==> src/verilog/sbl_boot_loader_regs.vh <==
`ifndef SBL_BOOT_LOADER_REGS_VH
`define SBL_BOOT_LOADER_REGS_VH

// Clock and rates in kHz and kbps, dividers, fast half period in cycles
`define SBL_MCLK_KHZ        50000
`define SBL_IN_CLK_MAX_KHZ  100000
`define SBL_PERIPH_DIV      2
`define SBL_TW_DIV          128
`define SBL_TW_MAX_KBPS     400
`define SBL_EE_MAX_KBPS     4000
`define SBL_FL_HALF_CYC     2

// Derived cycle counts
`define SBL_TW_BIT_CYC  (`SBL_PERIPH_DIV * `SBL_TW_DIV)
`define SBL_TW_QTR_CYC  (`SBL_TW_BIT_CYC / 4)
`define SBL_EE_HALF_CYC \
  ((`SBL_MCLK_KHZ + 2 * `SBL_EE_MAX_KBPS - 1) / (2 * `SBL_EE_MAX_KBPS))

// Two-wire addressing
`define SBL_TW_ADDR_WR  8'ha0
`define SBL_TW_ADDR_RD  8'ha1

// Four-wire commands and identification answers
`define SBL_CMD_ID        8'h9f
`define SBL_CMD_READ      8'h03
`define SBL_ID_BLANK_LO   8'h00
`define SBL_ID_BLANK_HI   8'hff
`define SBL_ADDR_ZERO     8'h00

// Boot mode codes
`define SBL_MODE_TW       4'h1
`define SBL_MODE_MAIN_HI  2'h2
`define SBL_MODE_ALT      4'hc

// Image header byte
`define SBL_MARKER        8'h5a

// Engine operations
`define SBL_OP_START  2'h0
`define SBL_OP_STOP   2'h1
`define SBL_OP_WR     2'h2
`define SBL_OP_RD     2'h3

// Step numbers
`define SBL_TW_STEP_DATA   4'h6
`define SBL_TW_STEP_STOP   4'h7
`define SBL_SPI_STEP_ID    4'h2
`define SBL_SPI_STEP_A1    4'h7
`define SBL_SPI_STEP_DATA  4'h9
`define SBL_SPI_STEP_STOP  4'ha

`endif

==> src/verilog/sbl_boot_loader.v <==
`timescale 1ns/1ps
`include "sbl_boot_loader_regs.vh"

// Functional notes
// - Two-wire master polls engine completion, no interrupts
// - Two-wire bit clock is peripheral clock over 128
// - Two-wire memory addressed at 0xa0
// - Two-wire keeps multiplier bypassed, peripheral clock halved
// - Two-wire bit rate stays at most 400 kbps
// - Four-wire port always driven as master
// - Identify first; blank answer means slow EEPROM
// - Other identification answers use fast Flash sequences
// - Main pins allow multiplier, alternate pins never
// - Four-wire boot errors raise event output three
// - Boot mode captured at power-on reset release
// - Multiplier bypassed until software enables it
// - Decode 0001, 10xx and 1100 boot modes
module sbl_boot_loader (
  input  wire        mclk_i,
  input  wire        rst_b_i,
  input  wire [3:0]  boot_mode_pins_i,
  input  wire [15:0] image_bytes_i,
  input  wire        pll_enable_i,
  input  wire        scl_i,
  output wire        scl_o,
  output wire        scl_oe_b_o,
  input  wire        sda_i,
  output wire        sda_o,
  output wire        sda_oe_b_o,
  output wire        spi_sck_o,
  output wire        spi_mosi_o,
  input  wire        spi_miso_i,
  output wire        spi_cs_b_o,
  output wire        alt_pin_set_o,
  output wire        pll_bypass_o,
  output wire        flash_mode_o,
  output wire        boot_busy_o,
  output wire        boot_done_o,
  output wire        boot_error_o,
  output wire        event_output_three_o,
  output wire [7:0]  data_o,
  output wire        data_valid_o,
  input  wire        data_ready_i
);
  localparam [2:0] ST_CAPTURE = 3'h0;
  localparam [2:0] ST_DECODE  = 3'h1;
  localparam [2:0] ST_ISSUE   = 3'h2;
  localparam [2:0] ST_WAIT    = 3'h3;
  localparam [2:0] ST_DONE    = 3'h4;
  localparam [2:0] ST_ERR     = 3'h5;

  localparam integer TW_BIT_I  = `SBL_TW_BIT_CYC;
  localparam integer TW_QTR_I  = `SBL_TW_QTR_CYC;
  localparam integer EE_HALF_I = `SBL_EE_HALF_CYC;
  localparam integer FL_HALF_I = `SBL_FL_HALF_CYC;
  // 256-cycle slot: low byte wraps to 255 on purpose
  localparam [7:0] TW_LAST  = TW_BIT_I[7:0] - 8'h01;
  localparam [7:0] TW_Q1    = TW_QTR_I[7:0];
  localparam [7:0] TW_Q2    = {TW_QTR_I[6:0], 1'b0};
  localparam [7:0] TW_Q3    = TW_Q1 + TW_Q2;
  localparam [7:0] EE_HALF  = EE_HALF_I[7:0];
  localparam [7:0] FL_HALF  = FL_HALF_I[7:0];

  // Sequence table: operation and byte for each step
  function [9:0] seq_op;
    input       spi;
    input [3:0] step;
    begin
      if (!spi)
        case (step)
          4'h0:    seq_op = {`SBL_OP_START, 8'h00};
          4'h1:    seq_op = {`SBL_OP_WR, `SBL_TW_ADDR_WR};
          4'h2:    seq_op = {`SBL_OP_WR, `SBL_ADDR_ZERO};
          4'h3:    seq_op = {`SBL_OP_WR, `SBL_ADDR_ZERO};
          4'h4:    seq_op = {`SBL_OP_START, 8'h00};
          4'h5:    seq_op = {`SBL_OP_WR, `SBL_TW_ADDR_RD};
          4'h6:    seq_op = {`SBL_OP_RD, 8'h00};
          default: seq_op = {`SBL_OP_STOP, 8'h00};
        endcase
      else
        case (step)
          4'h0:    seq_op = {`SBL_OP_START, 8'h00};
          4'h1:    seq_op = {`SBL_OP_WR, `SBL_CMD_ID};
          4'h2:    seq_op = {`SBL_OP_RD, 8'h00};
          4'h3:    seq_op = {`SBL_OP_STOP, 8'h00};
          4'h4:    seq_op = {`SBL_OP_START, 8'h00};
          4'h5:    seq_op = {`SBL_OP_WR, `SBL_CMD_READ};
          4'h6:    seq_op = {`SBL_OP_WR, `SBL_ADDR_ZERO};
          4'h7:    seq_op = {`SBL_OP_WR, `SBL_ADDR_ZERO};
          4'h8:    seq_op = {`SBL_OP_WR, `SBL_ADDR_ZERO};
          4'h9:    seq_op = {`SBL_OP_RD, 8'h00};
          default: seq_op = {`SBL_OP_STOP, 8'h00};
        endcase
    end
  endfunction

  function is_data_step;
    input       spi;
    input [3:0] step;
    begin
      is_data_step = spi ? (step == `SBL_SPI_STEP_DATA) :
                           (step == `SBL_TW_STEP_DATA);
    end
  endfunction

  reg  [2:0]  state_reg;
  reg  [3:0]  mode_reg;
  reg  [3:0]  step_reg;
  reg         spi_reg;
  reg         alt_reg;
  reg         ee_reg;
  reg         id_done_reg;
  reg  [16:0] cnt_reg;
  reg         go_reg;
  reg  [1:0]  op_kind_reg;
  reg  [7:0]  op_byte_reg;
  reg         op_ack_reg;
  reg         push_reg;
  reg         pll_bypass_reg;

  reg         busy_reg;
  reg         done_reg;
  reg         nack_reg;
  reg  [7:0]  phase_reg;
  reg  [3:0]  bit_reg;
  reg  [7:0]  tx_reg;
  reg  [7:0]  rx_reg;
  reg         scl_rel_reg;
  reg         sda_rel_reg;
  reg         sck_reg;
  reg         cs_b_reg;
  reg         scl_rel_next;
  reg         sda_rel_next;
  reg         sck_next;
  reg         cs_b_next;

  wire        fifo_in_ready;
  wire [9:0]  cur_op;
  wire [7:0]  half;
  wire [7:0]  slot_last;
  wire [7:0]  sample_at;
  wire [3:0]  last_bit;
  wire        slot_end;
  wire        last_byte;

  assign cur_op    = seq_op(spi_reg, step_reg);
  // Slow rate until the memory is identified as Flash
  assign half      = ee_reg ? EE_HALF : FL_HALF;
  assign slot_last = spi_reg ? ({half[6:0], 1'b0} - 8'h01) :
                               TW_LAST;
  assign sample_at = spi_reg ? half : TW_Q3;
  assign last_bit  = (op_kind_reg == `SBL_OP_START ||
                      op_kind_reg == `SBL_OP_STOP) ? 4'h0 :
                     (spi_reg ? 4'h7 : 4'h8);
  assign slot_end  = (phase_reg == slot_last);
  assign last_byte = (cnt_reg == {1'b0, image_bytes_i});

  // Mode capture, decode and step sequencing
  always @(posedge mclk_i or negedge rst_b_i)
  begin
    if (!rst_b_i)
    begin
      state_reg   <= ST_CAPTURE;
      mode_reg    <= 4'h0;
      step_reg    <= 4'h0;
      spi_reg     <= 1'b0;
      alt_reg     <= 1'b0;
      ee_reg      <= 1'b1;
      id_done_reg <= 1'b0;
      cnt_reg     <= 17'h00000;
      go_reg      <= 1'b0;
      op_kind_reg <= `SBL_OP_START;
      op_byte_reg <= 8'h00;
      op_ack_reg  <= 1'b0;
      push_reg    <= 1'b0;
    end
    else
    begin
      go_reg   <= 1'b0;
      push_reg <= 1'b0;
      case (state_reg)
        ST_CAPTURE:
        begin
          // Pins are taken at the first edge after release
          mode_reg  <= boot_mode_pins_i;
          state_reg <= ST_DECODE;
        end
        ST_DECODE:
        begin
          if (mode_reg == `SBL_MODE_TW)
          begin
            spi_reg   <= 1'b0;
            state_reg <= ST_ISSUE;
          end
          else if (mode_reg[3:2] == `SBL_MODE_MAIN_HI)
          begin
            spi_reg   <= 1'b1;
            state_reg <= ST_ISSUE;
          end
          else if (mode_reg == `SBL_MODE_ALT)
          begin
            spi_reg   <= 1'b1;
            alt_reg   <= 1'b1;
            state_reg <= ST_ISSUE;
          end
          else
            state_reg <= ST_ERR;
        end
        ST_ISSUE:
        begin
          // Pending push not yet counted; wait so no byte is dropped
          if (!is_data_step(spi_reg, step_reg) ||
              (fifo_in_ready && !push_reg))
          begin
            go_reg      <= 1'b1;
            op_kind_reg <= cur_op[9:8];
            op_byte_reg <= cur_op[7:0];
            op_ack_reg  <= ~last_byte;
            state_reg   <= ST_WAIT;
          end
        end
        ST_WAIT:
        begin
          if (done_reg)
          begin
            if (!spi_reg && op_kind_reg == `SBL_OP_WR && nack_reg)
              state_reg <= ST_ERR;
            else if (is_data_step(spi_reg, step_reg))
            begin
              if (cnt_reg == 17'h00000 && rx_reg != `SBL_MARKER)
                state_reg <= ST_ERR;
              else
              begin
                push_reg  <= (cnt_reg != 17'h00000);
                cnt_reg   <= cnt_reg + 17'h00001;
                state_reg <= ST_ISSUE;
                if (last_byte)
                  step_reg <= step_reg + 4'h1;
              end
            end
            else if ((spi_reg && step_reg == `SBL_SPI_STEP_STOP) ||
                     (!spi_reg && step_reg == `SBL_TW_STEP_STOP))
              state_reg <= ST_DONE;
            else
            begin
              if (spi_reg && step_reg == `SBL_SPI_STEP_ID)
              begin
                ee_reg      <= (rx_reg == `SBL_ID_BLANK_LO) ||
                               (rx_reg == `SBL_ID_BLANK_HI);
                id_done_reg <= 1'b1;
              end
              // EEPROM takes a two-byte address, Flash three
              if (spi_reg && ee_reg && step_reg == `SBL_SPI_STEP_A1)
                step_reg <= `SBL_SPI_STEP_DATA;
              else
                step_reg <= step_reg + 4'h1;
              state_reg <= ST_ISSUE;
            end
          end
        end
        ST_DONE:
          state_reg <= ST_DONE;
        ST_ERR:
          state_reg <= ST_ERR;
        default:
          state_reg <= ST_ERR;
      endcase
    end
  end

  // Pin levels for the current bit slot
  always @*
  begin
    scl_rel_next = scl_rel_reg;
    sda_rel_next = sda_rel_reg;
    sck_next     = sck_reg;
    cs_b_next    = cs_b_reg;
    if (state_reg == ST_ERR)
    begin
      // Free the bus so the memory is not left mid-transfer
      scl_rel_next = 1'b1;
      sda_rel_next = 1'b1;
      sck_next     = 1'b0;
      cs_b_next    = 1'b1;
    end
    else if (busy_reg && !spi_reg)
      case (op_kind_reg)
        `SBL_OP_START:
        begin
          scl_rel_next = (phase_reg >= TW_Q1) && (phase_reg < TW_Q3);
          sda_rel_next = (phase_reg < TW_Q2);
        end
        `SBL_OP_STOP:
        begin
          scl_rel_next = (phase_reg >= TW_Q1);
          sda_rel_next = (phase_reg >= TW_Q2);
        end
        `SBL_OP_WR:
        begin
          scl_rel_next = (phase_reg >= TW_Q2);
          sda_rel_next = (bit_reg == 4'h8) ? 1'b1 : tx_reg[7];
        end
        default:
        begin
          scl_rel_next = (phase_reg >= TW_Q2);
          sda_rel_next = (bit_reg == 4'h8) ? ~op_ack_reg : 1'b1;
        end
      endcase
    else if (busy_reg)
      case (op_kind_reg)
        `SBL_OP_START:
        begin
          cs_b_next = 1'b0;
          sck_next  = 1'b0;
        end
        `SBL_OP_STOP:
        begin
          cs_b_next = 1'b1;
          sck_next  = 1'b0;
        end
        // Falls with the slot end so mosi only moves while sck is low
        default:
          sck_next = (phase_reg >= half - 8'h01) && !slot_end;
      endcase
  end

  // Bit engine; completion is a flag the sequencer polls
  always @(posedge mclk_i or negedge rst_b_i)
  begin
    if (!rst_b_i)
    begin
      busy_reg    <= 1'b0;
      done_reg    <= 1'b0;
      nack_reg    <= 1'b0;
      phase_reg   <= 8'h00;
      bit_reg     <= 4'h0;
      tx_reg      <= 8'h00;
      rx_reg      <= 8'h00;
      scl_rel_reg <= 1'b1;
      sda_rel_reg <= 1'b1;
      sck_reg     <= 1'b0;
      cs_b_reg    <= 1'b1;
    end
    else
    begin
      done_reg    <= 1'b0;
      scl_rel_reg <= scl_rel_next;
      sda_rel_reg <= sda_rel_next;
      sck_reg     <= sck_next;
      cs_b_reg    <= cs_b_next;
      if (go_reg && !busy_reg)
      begin
        busy_reg  <= 1'b1;
        phase_reg <= 8'h00;
        bit_reg   <= 4'h0;
        tx_reg    <= op_byte_reg;
        nack_reg  <= 1'b0;
      end
      else if (busy_reg)
      begin
        if (phase_reg == sample_at && bit_reg < 4'h8)
          rx_reg <= {rx_reg[6:0], spi_reg ? spi_miso_i : sda_i};
        if (phase_reg == sample_at && bit_reg == 4'h8)
          nack_reg <= sda_i;
        if (slot_end)
        begin
          phase_reg <= 8'h00;
          tx_reg    <= {tx_reg[6:0], 1'b0};
          bit_reg   <= bit_reg + 4'h1;
          if (bit_reg == last_bit)
          begin
            busy_reg <= 1'b0;
            done_reg <= 1'b1;
          end
        end
        else
          phase_reg <= phase_reg + 8'h01;
      end
    end
  end

  // Multiplier stays bypassed unless main four-wire pins are in use
  always @(posedge mclk_i or negedge rst_b_i)
  begin
    if (!rst_b_i)
      pll_bypass_reg <= 1'b1;
    else
      pll_bypass_reg <= ~(pll_enable_i && spi_reg && !alt_reg &&
                          state_reg != ST_CAPTURE &&
                          state_reg != ST_DECODE);
  end

  sbl_fifo #(
    .WIDTH (8),
    .DEPTH (8),
    .AW    (3)
  ) u_fifo (
    .mclk_i      (mclk_i),
    .rst_b_i     (rst_b_i),
    .in_data_i   (rx_reg),
    .in_valid_i  (push_reg),
    .in_ready_o  (fifo_in_ready),
    .out_data_o  (data_o),
    .out_valid_o (data_valid_o),
    .out_ready_i (data_ready_i)
  );

  // Open-drain: drive low only, enable active low while driving
  assign scl_o                = 1'b0;
  assign sda_o                = 1'b0;
  assign scl_oe_b_o           = scl_rel_reg;
  assign sda_oe_b_o           = sda_rel_reg;
  assign spi_sck_o            = sck_reg;
  assign spi_mosi_o           = tx_reg[7];
  assign spi_cs_b_o           = cs_b_reg;
  assign alt_pin_set_o        = alt_reg;
  assign pll_bypass_o         = pll_bypass_reg;
  assign flash_mode_o         = spi_reg & id_done_reg & ~ee_reg;
  assign boot_busy_o          = (state_reg == ST_ISSUE) ||
                                (state_reg == ST_WAIT);
  assign boot_done_o          = (state_reg == ST_DONE);
  assign boot_error_o         = (state_reg == ST_ERR);
  assign event_output_three_o = (state_reg == ST_ERR) & spi_reg;
endmodule

==> src/verilog/sbl_fifo.v <==
`timescale 1ns/1ps
module sbl_fifo #(
  parameter WIDTH = 8,
  parameter DEPTH = 8,
  parameter AW    = 3
)(
  input  wire             mclk_i,
  input  wire             rst_b_i,
  input  wire [WIDTH-1:0] in_data_i,
  input  wire             in_valid_i,
  output wire             in_ready_o,
  output wire [WIDTH-1:0] out_data_o,
  output wire             out_valid_o,
  input  wire             out_ready_i
);
  reg [WIDTH-1:0] mem_reg [0:DEPTH-1];
  reg [AW-1:0]    wr_ptr_reg;
  reg [AW-1:0]    rd_ptr_reg;
  reg [AW:0]      count_reg;
  reg [WIDTH-1:0] out_reg;
  reg             out_valid_reg;
  wire            push;
  wire            pull;

  assign in_ready_o  = (count_reg != DEPTH[AW:0]);
  assign push        = in_valid_i & in_ready_o;
  // Output stage refills when memory holds data and it is empty or being drained
  assign pull        = (count_reg != {(AW+1){1'b0}}) &
                       (~out_valid_reg | out_ready_i);
  assign out_data_o  = out_reg;
  assign out_valid_o = out_valid_reg;

  always @(posedge mclk_i)
  begin
    if (push)
      mem_reg[wr_ptr_reg] <= in_data_i;
  end

  always @(posedge mclk_i or negedge rst_b_i)
  begin
    if (!rst_b_i)
    begin
      wr_ptr_reg    <= {AW{1'b0}};
      rd_ptr_reg    <= {AW{1'b0}};
      count_reg     <= {(AW+1){1'b0}};
      out_reg       <= {WIDTH{1'b0}};
      out_valid_reg <= 1'b0;
    end
    else
    begin
      if (push)
        wr_ptr_reg <= wr_ptr_reg + 1'b1;
      if (pull)
      begin
        out_reg       <= mem_reg[rd_ptr_reg];
        out_valid_reg <= 1'b1;
        rd_ptr_reg    <= rd_ptr_reg + 1'b1;
      end
      else if (out_ready_i)
        out_valid_reg <= 1'b0;
      if (push & ~pull)
        count_reg <= count_reg + 1'b1;
      else if (pull & ~push)
        count_reg <= count_reg - 1'b1;
    end
  end
endmodule

==> config.mk <==
export PLATFORM = sky130hd
export DESIGN_NAME = sbl_boot_loader
export DESIGN_NICKNAME = d
export VERILOG_FILES = /design/src/verilog/sbl_boot_loader.v /design/src/verilog/sbl_fifo.v
export VERILOG_INCLUDE_DIRS = /design/src /design/src/verilog
export SDC_FILE = /design/constraint.sdc
export NUM_CORES = 1
export LEC_CHECK = 0
export BUFFER_PORTS_ARGS = -buffer_cell sky130_fd_sc_hd__clkbuf_2
export CAP_MARGIN = 25
export CORE_MARGIN = 5
export CORE_UTILIZATION = 25
export DETAILED_ROUTE_END_ITERATION = 8
export RECOVER_POWER = 25
export SLEW_MARGIN = 15
export SYNTH_ARGS = -nofsm -noshare
export SYNTH_HDL_FRONTEND = slang
export SYNTH_HIERARCHICAL = 1
export SYNTH_SLANG_ARGS = --single-unit
==> constraint.sdc <==
create_clock -name mclk_i -period 6 [get_ports mclk_i]
set_clock_uncertainty 0.1 [all_clocks]
set_input_delay 0 -clock mclk_i [delete_from_list [all_inputs] [get_ports mclk_i]]
set_output_delay 0 -clock mclk_i [all_outputs]
set_load 0.05 [all_outputs]
Word-level counts from Yosys, hierarchy flattened
Memory sizes are Yosys's and may differ from the RTL's. A register that Yosys moved wholly into a read port is not among the register bits.
Cells that the tools add are included.
{"block": "totals", "ram_bits": 64, "romBits": 128, "register_bits": 92, "input_bits": 27, "n_memories": 2}
{"memory": "(name not given)", "depth": 16, "width": 8, "rd": 1, "rd_ports_with_merged_regs": 0, "wr": 0, "line_no": "sbl_boot_loader.v:81", "source": "case (step)"}
{"memory": "u_fifo.mem_reg", "depth": 8, "width": 8, "rd": 1, "rd_ports_with_merged_regs": 1, "wr": 1, "line_no": "sbl_fifo.v:16", "source": "reg [WIDTH-1:0] mem_reg [0:DEPTH-1];"}
{"block": "classes", "order_cmp": 6, "eq_ne": 34, "add_sub_neg": 10, "n_reduce_logical": 63, "bitwise": 22, "mux": 76}
{"operator": "$mux 8", "count": 8}
{"operator": "$pmux 10 s5", "count": 1}
{"operator": "$mux 4", "count": 12}
{"operator": "$mux 1", "count": 40}
{"operator": "$mux 3", "count": 10}
{"operator": "$logic_and 1x1->1", "count": 19}
{"operator": "$add 17x1->17 const B", "count": 1}
{"operator": "$eq 17x16->1", "count": 1}
{"operator": "$logic_not 17->1", "count": 1}
{"operator": "$reduce_bool 17->1", "count": 1}
{"operator": "$eq 4x3->1 const B", "count": 4}
{"operator": "$eq 4x4->1 const B", "count": 4}
{"operator": "$eq 8x8->1", "count": 2}
{"operator": "$lt 8x8->1 const B", "count": 2}
{"operator": "$pmux 3 s5", "count": 1}
{"operator": "$not 1->1", "count": 14}
{"operator": "$reduce_bool 2->1", "count": 7}
{"operator": "$add 4x1->4 const B", "count": 3}
{"operator": "$ne 2x2->1 const B", "count": 6}
{"operator": "$reduce_and 2->1", "count": 6}
{"operator": "$reduce_and 6->1", "count": 2}
{"operator": "$mux 10", "count": 1}
{"operator": "$reduce_bool 3->1", "count": 3}
{"operator": "$add 8x1->8 const B", "count": 1}
{"operator": "35 further kinds", "count": 61}

Logic depth before layout (Yosys ltp)
Gate-level depths: netlist (run 1).
{"block": "logic_depth", "depth_word": 10, "mapped_depth": 11, "mapped_depth_nobuf": 11}

Cells and area by module
The synthesis (run 1) kept the hierarchy.
{"mod": "sbl_boot_loader", "cells_per_inst": 482, "area_per_inst_um2": 4634.4, "n_inst": 1}
{"mod": "sbl_fifo", "cells_per_inst": 222, "area_per_inst_um2": 3412.0, "n_inst": 1}

Least setup slack after synthesis (run 1)
OpenSTA, ideal clock, no wires.
{"block": "synth_timing", "kind": "flip-flop to flip-flop", "from": "register u_fifo.out_valid_reg (netlist: u_fifo/out_valid_o)", "to": "register u_fifo.count_reg[3]", "arrival_ns": 2.308, "setup_ns": 0.136, "setup_slack_ns": 3.456, "stages_incl_launch_ff": 10, "n_path_buf": 1, "period_less_slack_ns": 2.544, "required_time_ns": 5.764, "cell_sequence": "dfrtp_1 > a21oi_1 > buf_2 > inv_2 > ha_1 > inv_1 > ha_1 > a21o_1 > a2111oi_0 > o31ai_1"}
{"block": "synth_between", "elab_chain_len": 6, "word_cells_on_any_way": 8, "cone_classes": "mux (1); bitwise (6); reduce/logical (1)"}
{"item": "start, declared", "line_no": "sbl_fifo.v:21", "source": "reg out_valid_reg;"}
{"item": "start signal, assigned", "line_no": "sbl_fifo.v:47", "source": "out_valid_reg <= 1'b0;"}
{"item": "start signal, assigned", "line_no": "sbl_fifo.v:56", "source": "out_valid_reg <= 1'b1;"}
{"item": "start signal, assigned", "line_no": "sbl_fifo.v:60", "source": "out_valid_reg <= 1'b0;"}
{"item": "$not 1->1 (*)", "line_no": "sbl_fifo.v:29", "source": "(~out_valid_reg | out_ready_i);"}
{"item": "$or 1x1->1 (*)", "line_no": "sbl_fifo.v:29"}
{"item": "$and 1x1->1 (*)", "line_no": "sbl_fifo.v:28", "source": "assign pull = (count_reg != {(AW+1){1'b0}}) &"}
{"item": "$not 1->1", "line_no": "sbl_fifo.v:61", "source": "if (push & ~pull)"}
{"item": "$and 1x1->1", "line_no": "sbl_fifo.v:61"}
{"item": "$mux 4 / $reduce_bool 2->1 (equally long branches)"}
{"item": "end signal, assigned", "line_no": "sbl_fifo.v:45", "source": "count_reg <= {(AW+1){1'b0}};"}
{"item": "end signal, assigned", "line_no": "sbl_fifo.v:62", "source": "count_reg <= count_reg + 1'b1;"}
{"item": "end signal, assigned", "line_no": "sbl_fifo.v:64", "source": "count_reg <= count_reg - 1'b1;"}
{"item": "end, declared", "line_no": "sbl_fifo.v:19", "source": "reg [AW:0] count_reg;"}
Every way passes the cells marked *; elsewhere a longest branch is shown, timed or not.
A chain may end at the register's enable or synchronous reset.

Worst setup path after layout (run 1)
{"block": "layout_timing", "from": "register step_reg[0]", "to": "register op_ack_reg"}
{"block": "layout_between", "elab_chain_len": 5, "word_cells_on_any_way": 6, "cone_classes": "eq/ne (2); mux (1); reduce/logical (3)"}
{"item": "start, declared", "line_no": "sbl_boot_loader.v:108", "source": "reg [3:0] step_reg;"}
{"item": "start signal, assigned", "line_no": "sbl_boot_loader.v:238", "source": "step_reg <= step_reg + 4'h1;"}
{"item": "start signal, assigned", "line_no": "sbl_boot_loader.v:254", "source": "step_reg <= `SBL_SPI_STEP_DATA;"}
{"item": "start signal, assigned", "line_no": "sbl_boot_loader.v:256", "source": "step_reg <= step_reg + 4'h1;"}
{"item": "$eq 4x3->1 / $eq 4x4->1 (equally long branches)"}
{"item": "$mux 1 (*)", "line_no": "sbl_boot_loader.v:101", "source": "is_data_step = spi ? (step == `SBL_SPI_STEP_DATA) :"}
{"item": "$logic_not 1->1 (*)", "line_no": "sbl_boot_loader.v:212", "source": "if (!is_data_step(spi_reg, step_reg) ||"}
{"item": "$logic_or 1x1->1 (*)", "line_no": "sbl_boot_loader.v:212"}
{"item": "$reduce_and 2->1 (no line) (*)"}
{"item": "end signal, assigned", "line_no": "sbl_boot_loader.v:218", "source": "op_ack_reg <= ~last_byte;"}
{"item": "end, declared", "line_no": "sbl_boot_loader.v:117", "source": "reg op_ack_reg;"}
Marks and branches as above.

==> results of run 1 <==
==> what timing repair did <==
action	in CTS	in global routing
buffers inserted	0	0
hold buffers	11	0
endpoints found under the hold margin	56	0
endpoints found under the setup margin	0	0
==> layout by cell type (no fill, tap or decap), drive strengths merged, types with 6 or more instances in the layout <==
| master | netlist | final |
|---|---|---|
| xnor2 | 30 | 30 |
| nor3 | 26 | 26 |
| a22oi | 16 | 16 |
| o21ai | 36 | 36 |
| and2 | 6 | 6 |
| nand2 | 53 | 53 |
| nand3b | 6 | 6 |
| nor2 | 32 | 32 |
| buf | 18 | 10 |
| nand4 | 11 | 11 |
| a31oi | 6 | 6 |
| nor3b | 7 | 7 |
| clkbuf | 13 | 64 |
| xor2 | 11 | 11 |
| inv | 38 | 46 |
| a211oi | 8 | 8 |
| dlygate4sd3 | 0 | 11 |
| clkinv | 1 | 8 |
| dfrtp | 92 | 92 |
| ha | 21 | 21 |
| mux2 | 18 | 18 |
| o31ai | 11 | 11 |
| nor4 | 9 | 9 |
| and3 | 9 | 9 |
| nand3 | 24 | 24 |
| a21o | 6 | 6 |
| mux2i | 39 | 39 |
| edfxtp | 64 | 64 |
| or3 | 6 | 6 |
| nor2b | 8 | 8 |
| nand2b | 9 | 9 |
| a21oi | 13 | 13 |
==> tightest hold or removal path, stage by stage <==
cell and delay, ns:
clkbuf_2 0.08, xnor2_1 0.05, nand4_1 0.09, nor4_1 0.10, nand4_1 0.10, nand3_1 0.07
==> per-layer routing <==
layer,vias to the layer above,global-route usage
met5,-,0
met4,0,0.03172
met3,22,0.02065
met2,72,0.1635
met1,2679,0.1404
li1,2677,-
==> cell families (layout without fill, tap and decap cells) <==
group	count (synthesis)	after routing	synth area share
xor+xnor	41	41	0.04463
simple gates	226	226	0.1521
flops	161	161	0.5413
buf+inv	70	139	0.04136
fa+ha+maj	22	22	0.03514
mux	58	58	0.07790
compound gates	125	125	0.1071
other cells	1	2	0.0004660
==> worst paths after layout <==
check / cells after the start / endpoint / startpoint
hold / removal: 6 / step_reg[1]$_DFFE_PN0P_ / image_bytes_i[6]
setup reg to reg: 8 / op_ack_reg$_DFFE_PN0P_ / step_reg[0]$_DFFE_PN0P_
min in group asynchronous: 2 / u_fifo/out_data_o[4]$_DFFE_PN0P_ / rst_b_i
max in group asynchronous: 3 / rx_reg[1]$_DFFE_PN0P_ / rst_b_i
hold reg to reg: 1 / id_done_reg$_DFFE_PN0P_ / id_done_reg$_DFFE_PN0P_
setup / recovery: 8 / op_ack_reg$_DFFE_PN0P_ / step_reg[0]$_DFFE_PN0P_
==> report_power, final <==
| part | leakage [nW] | internal (W) | total [W] | switching (W) |
|---|---|---|---|---|
| Clock | 0.299 | 0.000569 | 0.00110 | 0.000528 |
| Sequential | 1.81 | 0.00122 | 0.00133 | 0.000106 |
| Combinational | 1.70 | 0.000252 | 0.000682 | 0.000430 |
| Total | 3.82 | 0.00204 | 0.00311 | 0.00106 |
==> layout make-up <==
type | count | share of cell area
Multi-Input combinational cell | 474 | 0.3579
Sequential cell | 161 | 0.4631
Tap cell | 402 | 0.05348
Clock inverter | 15 | 0.01982
Inverter | 39 | 0.01556
Timing Repair Buffer | 68 | 0.04496
Clock buffer | 17 | 0.04523
==> stage by stage <==
step	hold WS, ns	std cells
after floorplan	-0.3956	705
after global routing	0.06608	1176
after detailed placement	-0.03712	1131
after CTS	0.03717	1174
final	0.01025	1176
after global placement	-0.03882	1131
==> impl_metrics.tcl, run 1 <==
set metrics [dict create \
    worstSetupPathType "flip-flop to flip-flop" \
    clockBufferDepth 2 \
    layout-drive-gt1-share 0.1693 \
    setup_ws_ns 2.862 \
    via_per_inst 4.634 \
    multi_input_area_sq_um 3366 \
    syn2layout_area_growth_pct 16.89 \
    max_freq_ghz 0.3187 \
    globalRouteTotalUtil 0.1023 \
    cts.reportedPaths.clkPinSlew_ns 0.07 \
    worstPathMaxFanout 13 \
    fin_crit_ns 3.138 \
    dr.pass1.iters 6 \
    drc 0 \
    final_area_sq_um 9405 \
    async_reset_ff_frac 0.6025 \
    max_slew_margin -0.8042 \
    cp-start-kind "flip-flop" \
    syn_inst 704 \
    synth.distinct_cells 78 \
    finalCritPeriodShare 0.5229 \
    cts-root-buf "clkbuf_16" \
    cpMostUsedCell "a31oi_1" \
    dpl.hpwl_microns 12360 \
    cts_tree "yes" \
    grt_max_degree 51 \
    yosysMostFrequentCell "dfrtp_1" \
    ys.warnings.count 6 \
    die-area_sq_um 35870 \
    start_util 0.2543 \
    routed_wl_microns 17820 \
    globalplace.congestion 0.8100 \
    worst_slew_pin_slew_ns 2.706 \
    tns_ns 0 \
    utilization 0.2973 \
    ir_drop_mv 0.2122 \
    violations "capacitance limit, slew limit" \
    final-setup-viol-count 0 \
    status "complete, but fails checks" \
    drv_slew 49 \
    rows 65 \
    grt-ovfl-total 0 \
    cpMaxStageDelayCell "dlygate4sd3_1" \
    core-area_sq_um 31640 \
    nNetsFinal 810 \
    p_leak_nw 3.815 \
    drt_iter0_drc 387 \
    grt_pass1_vias 5429 \
    portBuffers 46 \
    fillers 3181 \
    cts_max_level 4 \
    max_stage_delay_ns 0.56 \
    reg2reg_slack_ns 2.86 \
    wl_met1_microns 8650 \
    wl_met2_microns 8404 \
    critical_path_required_ns 6.26 \
    ys_seq_elements 161 \
    vias 5450 \
    synthFlopType "dfrtp_1" \
    p_total_w 0.003106 \
    cp.arrival_ns 3.40 \
    dr.max_layer_used "met4" \
    synth_area_per_cell_sq_um 11.43 \
    drv_cap 1 \
    netlist.area_leader.share 0.2861 \
    synth-edff-count 64 \
    netlist_area_sq_um 8046 \
    synth-seq-area-share 0.5413 \
    synth_top_area_cell "dfrtp_1" \
    regArea_sq_um 4355 \
    critPathCaptureType "flip-flop" \
    antenna_found_initial 0 \
    powerDensity_nw_per_um2 330.2 \
    rsz0062_at_grt "no" \
    numCtsBuffers 17 \
    antenna_cells 0 \
    die_w_microns 189.4 \
    io_pins 50 \
    grt_first_pass_wirelength_microns 29570 \
    drtAntennaViolNets 0 \
    hp-class "input pin to flip-flop" \
    worst-path-buf-inv 2 \
    yosys-top-cells-count "dfrtp_1, edfxtp_1, nand2_1" \
    die_y_microns 189.4 \
    cp_cell_sequence "inv_1 > ha_1 > and4bb_1 > a31oi_1 > o211ai_1 > and2_1 > a31oi_1 > dlygate4sd3_1" \
    crit_family "compound AO/OA/AOI/OAI gates" \
    synthTopCellsByArea "dfrtp_1, edfxtp_1, mux2i_1" \
    place_ws_ns 2.898 \
    largest_reg_flops 64 \
    clk_latency_ns 0.43 \
    cts.sinks 161 \
    cts-resized-gates 0 \
    avgRoutedWirePerCell_microns 15.15 \
    met3_length_microns 465 \
    final_hold_viol_count 0 \
    placed_cell_area_sq_um 8671 \
]
(Power assumes the default switching activity.)
==> inputs of run 2 (changes only) <==
--- a/config.mk
+++ b/config.mk
@@ -6,6 +6,7 @@
 export SDC_FILE = /design/constraint.sdc
 export NUM_CORES = 1
 export LEC_CHECK = 0
+export ABC_AREA = 1
 export BUFFER_PORTS_ARGS = -buffer_cell sky130_fd_sc_hd__clkbuf_2
 export CAP_MARGIN = 25
 export CORE_MARGIN = 5
==> constraint.sdc (replaced) <==
create_clock -name mclk_i -period 2.6 [get_ports mclk_i]
set_clock_uncertainty 0.1 [all_clocks]
set_input_delay 0 -clock mclk_i [delete_from_list [all_inputs] [get_ports mclk_i]]
set_output_delay 0 -clock mclk_i [all_outputs]
set_load 0.05 [all_outputs]
==> run 2 against run 1 <==
The run now ends clean. Routed wire length up 9.7%. First-iteration DRC count down 12%. Critical path type unchanged. Final cell count up 28%. Critical path depth up 5. Synthesized cell count up 39%. Largest power group unchanged. Sequential share of layout area down 2.3 points. Non-clock buffer count up 5.
==> impl_metrics.tcl, run 2 <==
set metrics [dict create \
    seqPwrFrac 0.452 \
    synth-edff-count 64 \
    switching_share 0.3295 \
    io_pins 50 \
    routed_wl_microns 19560 \
    avgRoutedWirePerCell_microns 13.03 \
    nNetsFinal 1089 \
    fin_crit_ns 2.261 \
    cp_cell_sequence "nor2_2 > nand3_2 > nand2_4 > inv_1 > ha_1 > inv_1 > ha_1 > or2_2 > nand2_1 > nand3_1 > nand2_1 > nand2_1 > nand2_1" \
    cp-start-kind "flip-flop" \
    worstPathMaxFanout 5 \
    dr.pass1.iters 5 \
    critPathCaptureType "flip-flop" \
    die_w_microns 194.4 \
    syn2layout_area_growth_pct 16.54 \
    synth-seq-area-share 0.5126 \
    largest_reg_flops 64 \
    holdPathStages 7 \
    cts-root-buf "clkbuf_16" \
    power_switching_w 0.002268 \
    worst_slew_pin_slew_ns 0.8182 \
    final_common_cell "nand2_1" \
    worstSetupPathType "flip-flop to flip-flop" \
    finalCritPeriodShare 0.8694 \
    layout-drive-gt1-share 0.1330 \
    tns_ns 0 \
    synth_area_per_cell_sq_um 8.679 \
    p_leak_nw 4.519 \
    start_util 0.2534 \
    drt_iter0_drc 339 \
    grt_pass1_vias 6238 \
    synthFlopType "dfrtp_1" \
    fillers 3552 \
    hp-class "input pin to flip-flop" \
    globalRouteTotalUtil 0.1037 \
    grt_first_pass_wirelength_microns 32050 \
    grt-ovfl-total 0 \
    dp.cells 1458 \
    crit_family "simple AND/OR/NAND/NOR gates" \
    p_int_w 0.004614 \
    regArea_sq_um 4355 \
    powerDensity_nw_per_um2 695.0 \
    final_hold_viol_count 0 \
    ys.warnings.count 6 \
    synthTopCellsByArea "dfrtp_1, edfxtp_1, nand2_1" \
    synth_top_area_cell "dfrtp_1" \
    cts.reportedPaths.clkPinSlew_ns 0.07 \
    netlist.area_leader.share 0.2709 \
    globalplace.congestion 0.8232 \
    cpMaxStageDelayCell "dfrtp_1" \
    grt_max_degree 41 \
    drtAntennaViolNets 0 \
    cts.sinks 161 \
    final-setup-viol-count 0 \
    portBuffers 46 \
    cts_tree "yes" \
    core-area_sq_um 33530 \
    ys_seq_elements 161 \
    status "finished clean" \
    max_freq_ghz 0.4424 \
    drv_slew 0 \
    cpMostUsedCell "nand2_1" \
    clock_power_share 0.382 \
    antenna_found_initial 0 \
    crit_cells 13 \
    layout_common_cells "nand2_1, inv_1, nand3_1" \
    max_stage_delay_ns 0.43 \
    rsz0062_at_grt "no" \
    yosysMostFrequentCell "nand2_1" \
    worst-path-buf-inv 2 \
    rows 67 \
    numCtsBuffers 17 \
    synth.distinct_cells 53 \
    final_cells 1501 \
    whs_ns 0.01344 \
    max_slew_margin 0.4525 \
    drc 0 \
    cp.arrival_ns 2.53 \
    ir_drop_mv 0.4294 \
    dpl.hpwl_microns 14090 \
    r2r_cells 13 \
    async_reset_ff_frac 0.6025 \
    antenna_cells 0 \
    netlist_area_sq_um 8497 \
    syn_inst 979 \
    yosys-top-cells-count "nand2_1, inv_1, nand3_1" \
    p_comb_frac 0.166 \
    die_y_microns 194.4 \
    vias 6525 \
    multi_input_area_sq_um 3318 \
    die-area_sq_um 37770 \
    critical_path_required_ns 2.87 \
    drv_cap 0 \
    cts_setup_buffers 0 \
    clockBufferDepth 2 \
    clk_latency_ns 0.43 \
    cts_max_level 4 \
    via_per_inst 4.347 \
]
-- run 2: worst paths after layout --
path	endpoint	start	slack, ns
max	u_fifo/count_reg[3]$_DFFE_PN0P_	u_fifo/count_reg[1]$_DFFE_PN0P_	0.34
min	op_ack_reg$_DFFE_PN0P_	image_bytes_i[6]	0.01
max reg2reg	u_fifo/count_reg[3]$_DFFE_PN0P_	u_fifo/count_reg[1]$_DFFE_PN0P_	0.34
min reg2reg	id_done_reg$_DFFE_PN0P_	id_done_reg$_DFFE_PN0P_	0.36
max in group asynchronous	u_fifo/out_valid_o$_DFFE_PN0P_	rst_b_i	0.44
min in group asynchronous	rx_reg[6]$_DFFE_PN0P_	rst_b_i	0.48
-- run 2: repair_timing --
action / 4_1_cts / 5_1_grt
endpoints found under the hold margin: 102 / 0
resized for setup: 0 / 0
hold buffers: 11 / 0
-- run 2: layout make-up --
| class | instances | share of cell area |
|---|---|---|
| clock buffer | 17 | 0.04296 |
| clock inverter | 15 | 0.02110 |
| inverter | 147 | 0.05699 |
| multi-input combinational | 640 | 0.3351 |
| sequential | 161 | 0.4399 |
| tap | 448 | 0.05661 |
| timing repair buffer | 73 | 0.04738 |
-- run 2: metal layers --
metal | GRT usage | share of wire | up-vias
met5 | 0 | 0 | -
met4 | 0.03516 | 0.023 | 0
met3 | 0.01922 | 0.035 | 24
met2 | 0.1709 | 0.47 | 124
met1 | 0.1378 | 0.47 | 3093
li1 | - | - | 3284
-- run 2: cells by family after synthesis --
family	share of synthesized area
AOI/OAI and AO/OA	0.06715
xor gates and xnor gates	0.03505
muxes	0.001325
buffers and inverters	0.09734
adders and majority gates	0.03328
and+or+nand+nor	0.2528
other	0.0004413
DFF	0.5126
-- run 2: power by group through the flow --
stage | sequential [W] | combinational, W | clock, W
finish | 0.00311 | 0.00114 | 0.00263
global route | 0.00314 | 0.00127 | 0.00278
CTS | 0.00311 | 0.00117 | 0.00268
detailed placement | 0.00316 | 0.00114 | 0
global placement | 0.00315 | 0.00112 | 0
floorplan | 0.00312 | 0.000819 | 0
-- run 2: worst min-delay path, stage by stage --
cell and delay [ns]:
clkbuf_2 0.08, xnor2_1 0.05, nand2_1 0.05, nor2_1 0.06
nand3_1 0.14, nand2_1 0.07, nand2_1 0.05
-- run 2: metrics by stage --
step	utilization	instance area, sq um	setup WS (ns)	total power [W]
finish	0.2953	9902	0.3395	0.006882
global route	0.2953	9902	0.1426	0.007185
CTS	0.2955	9908	0.3418	0.006952
detailed placement	0.2733	9164	0.3593	0.004296
global placement	0.2733	9164	0.3652	0.004269
floorplan	-	8501	0.3347	0.003940
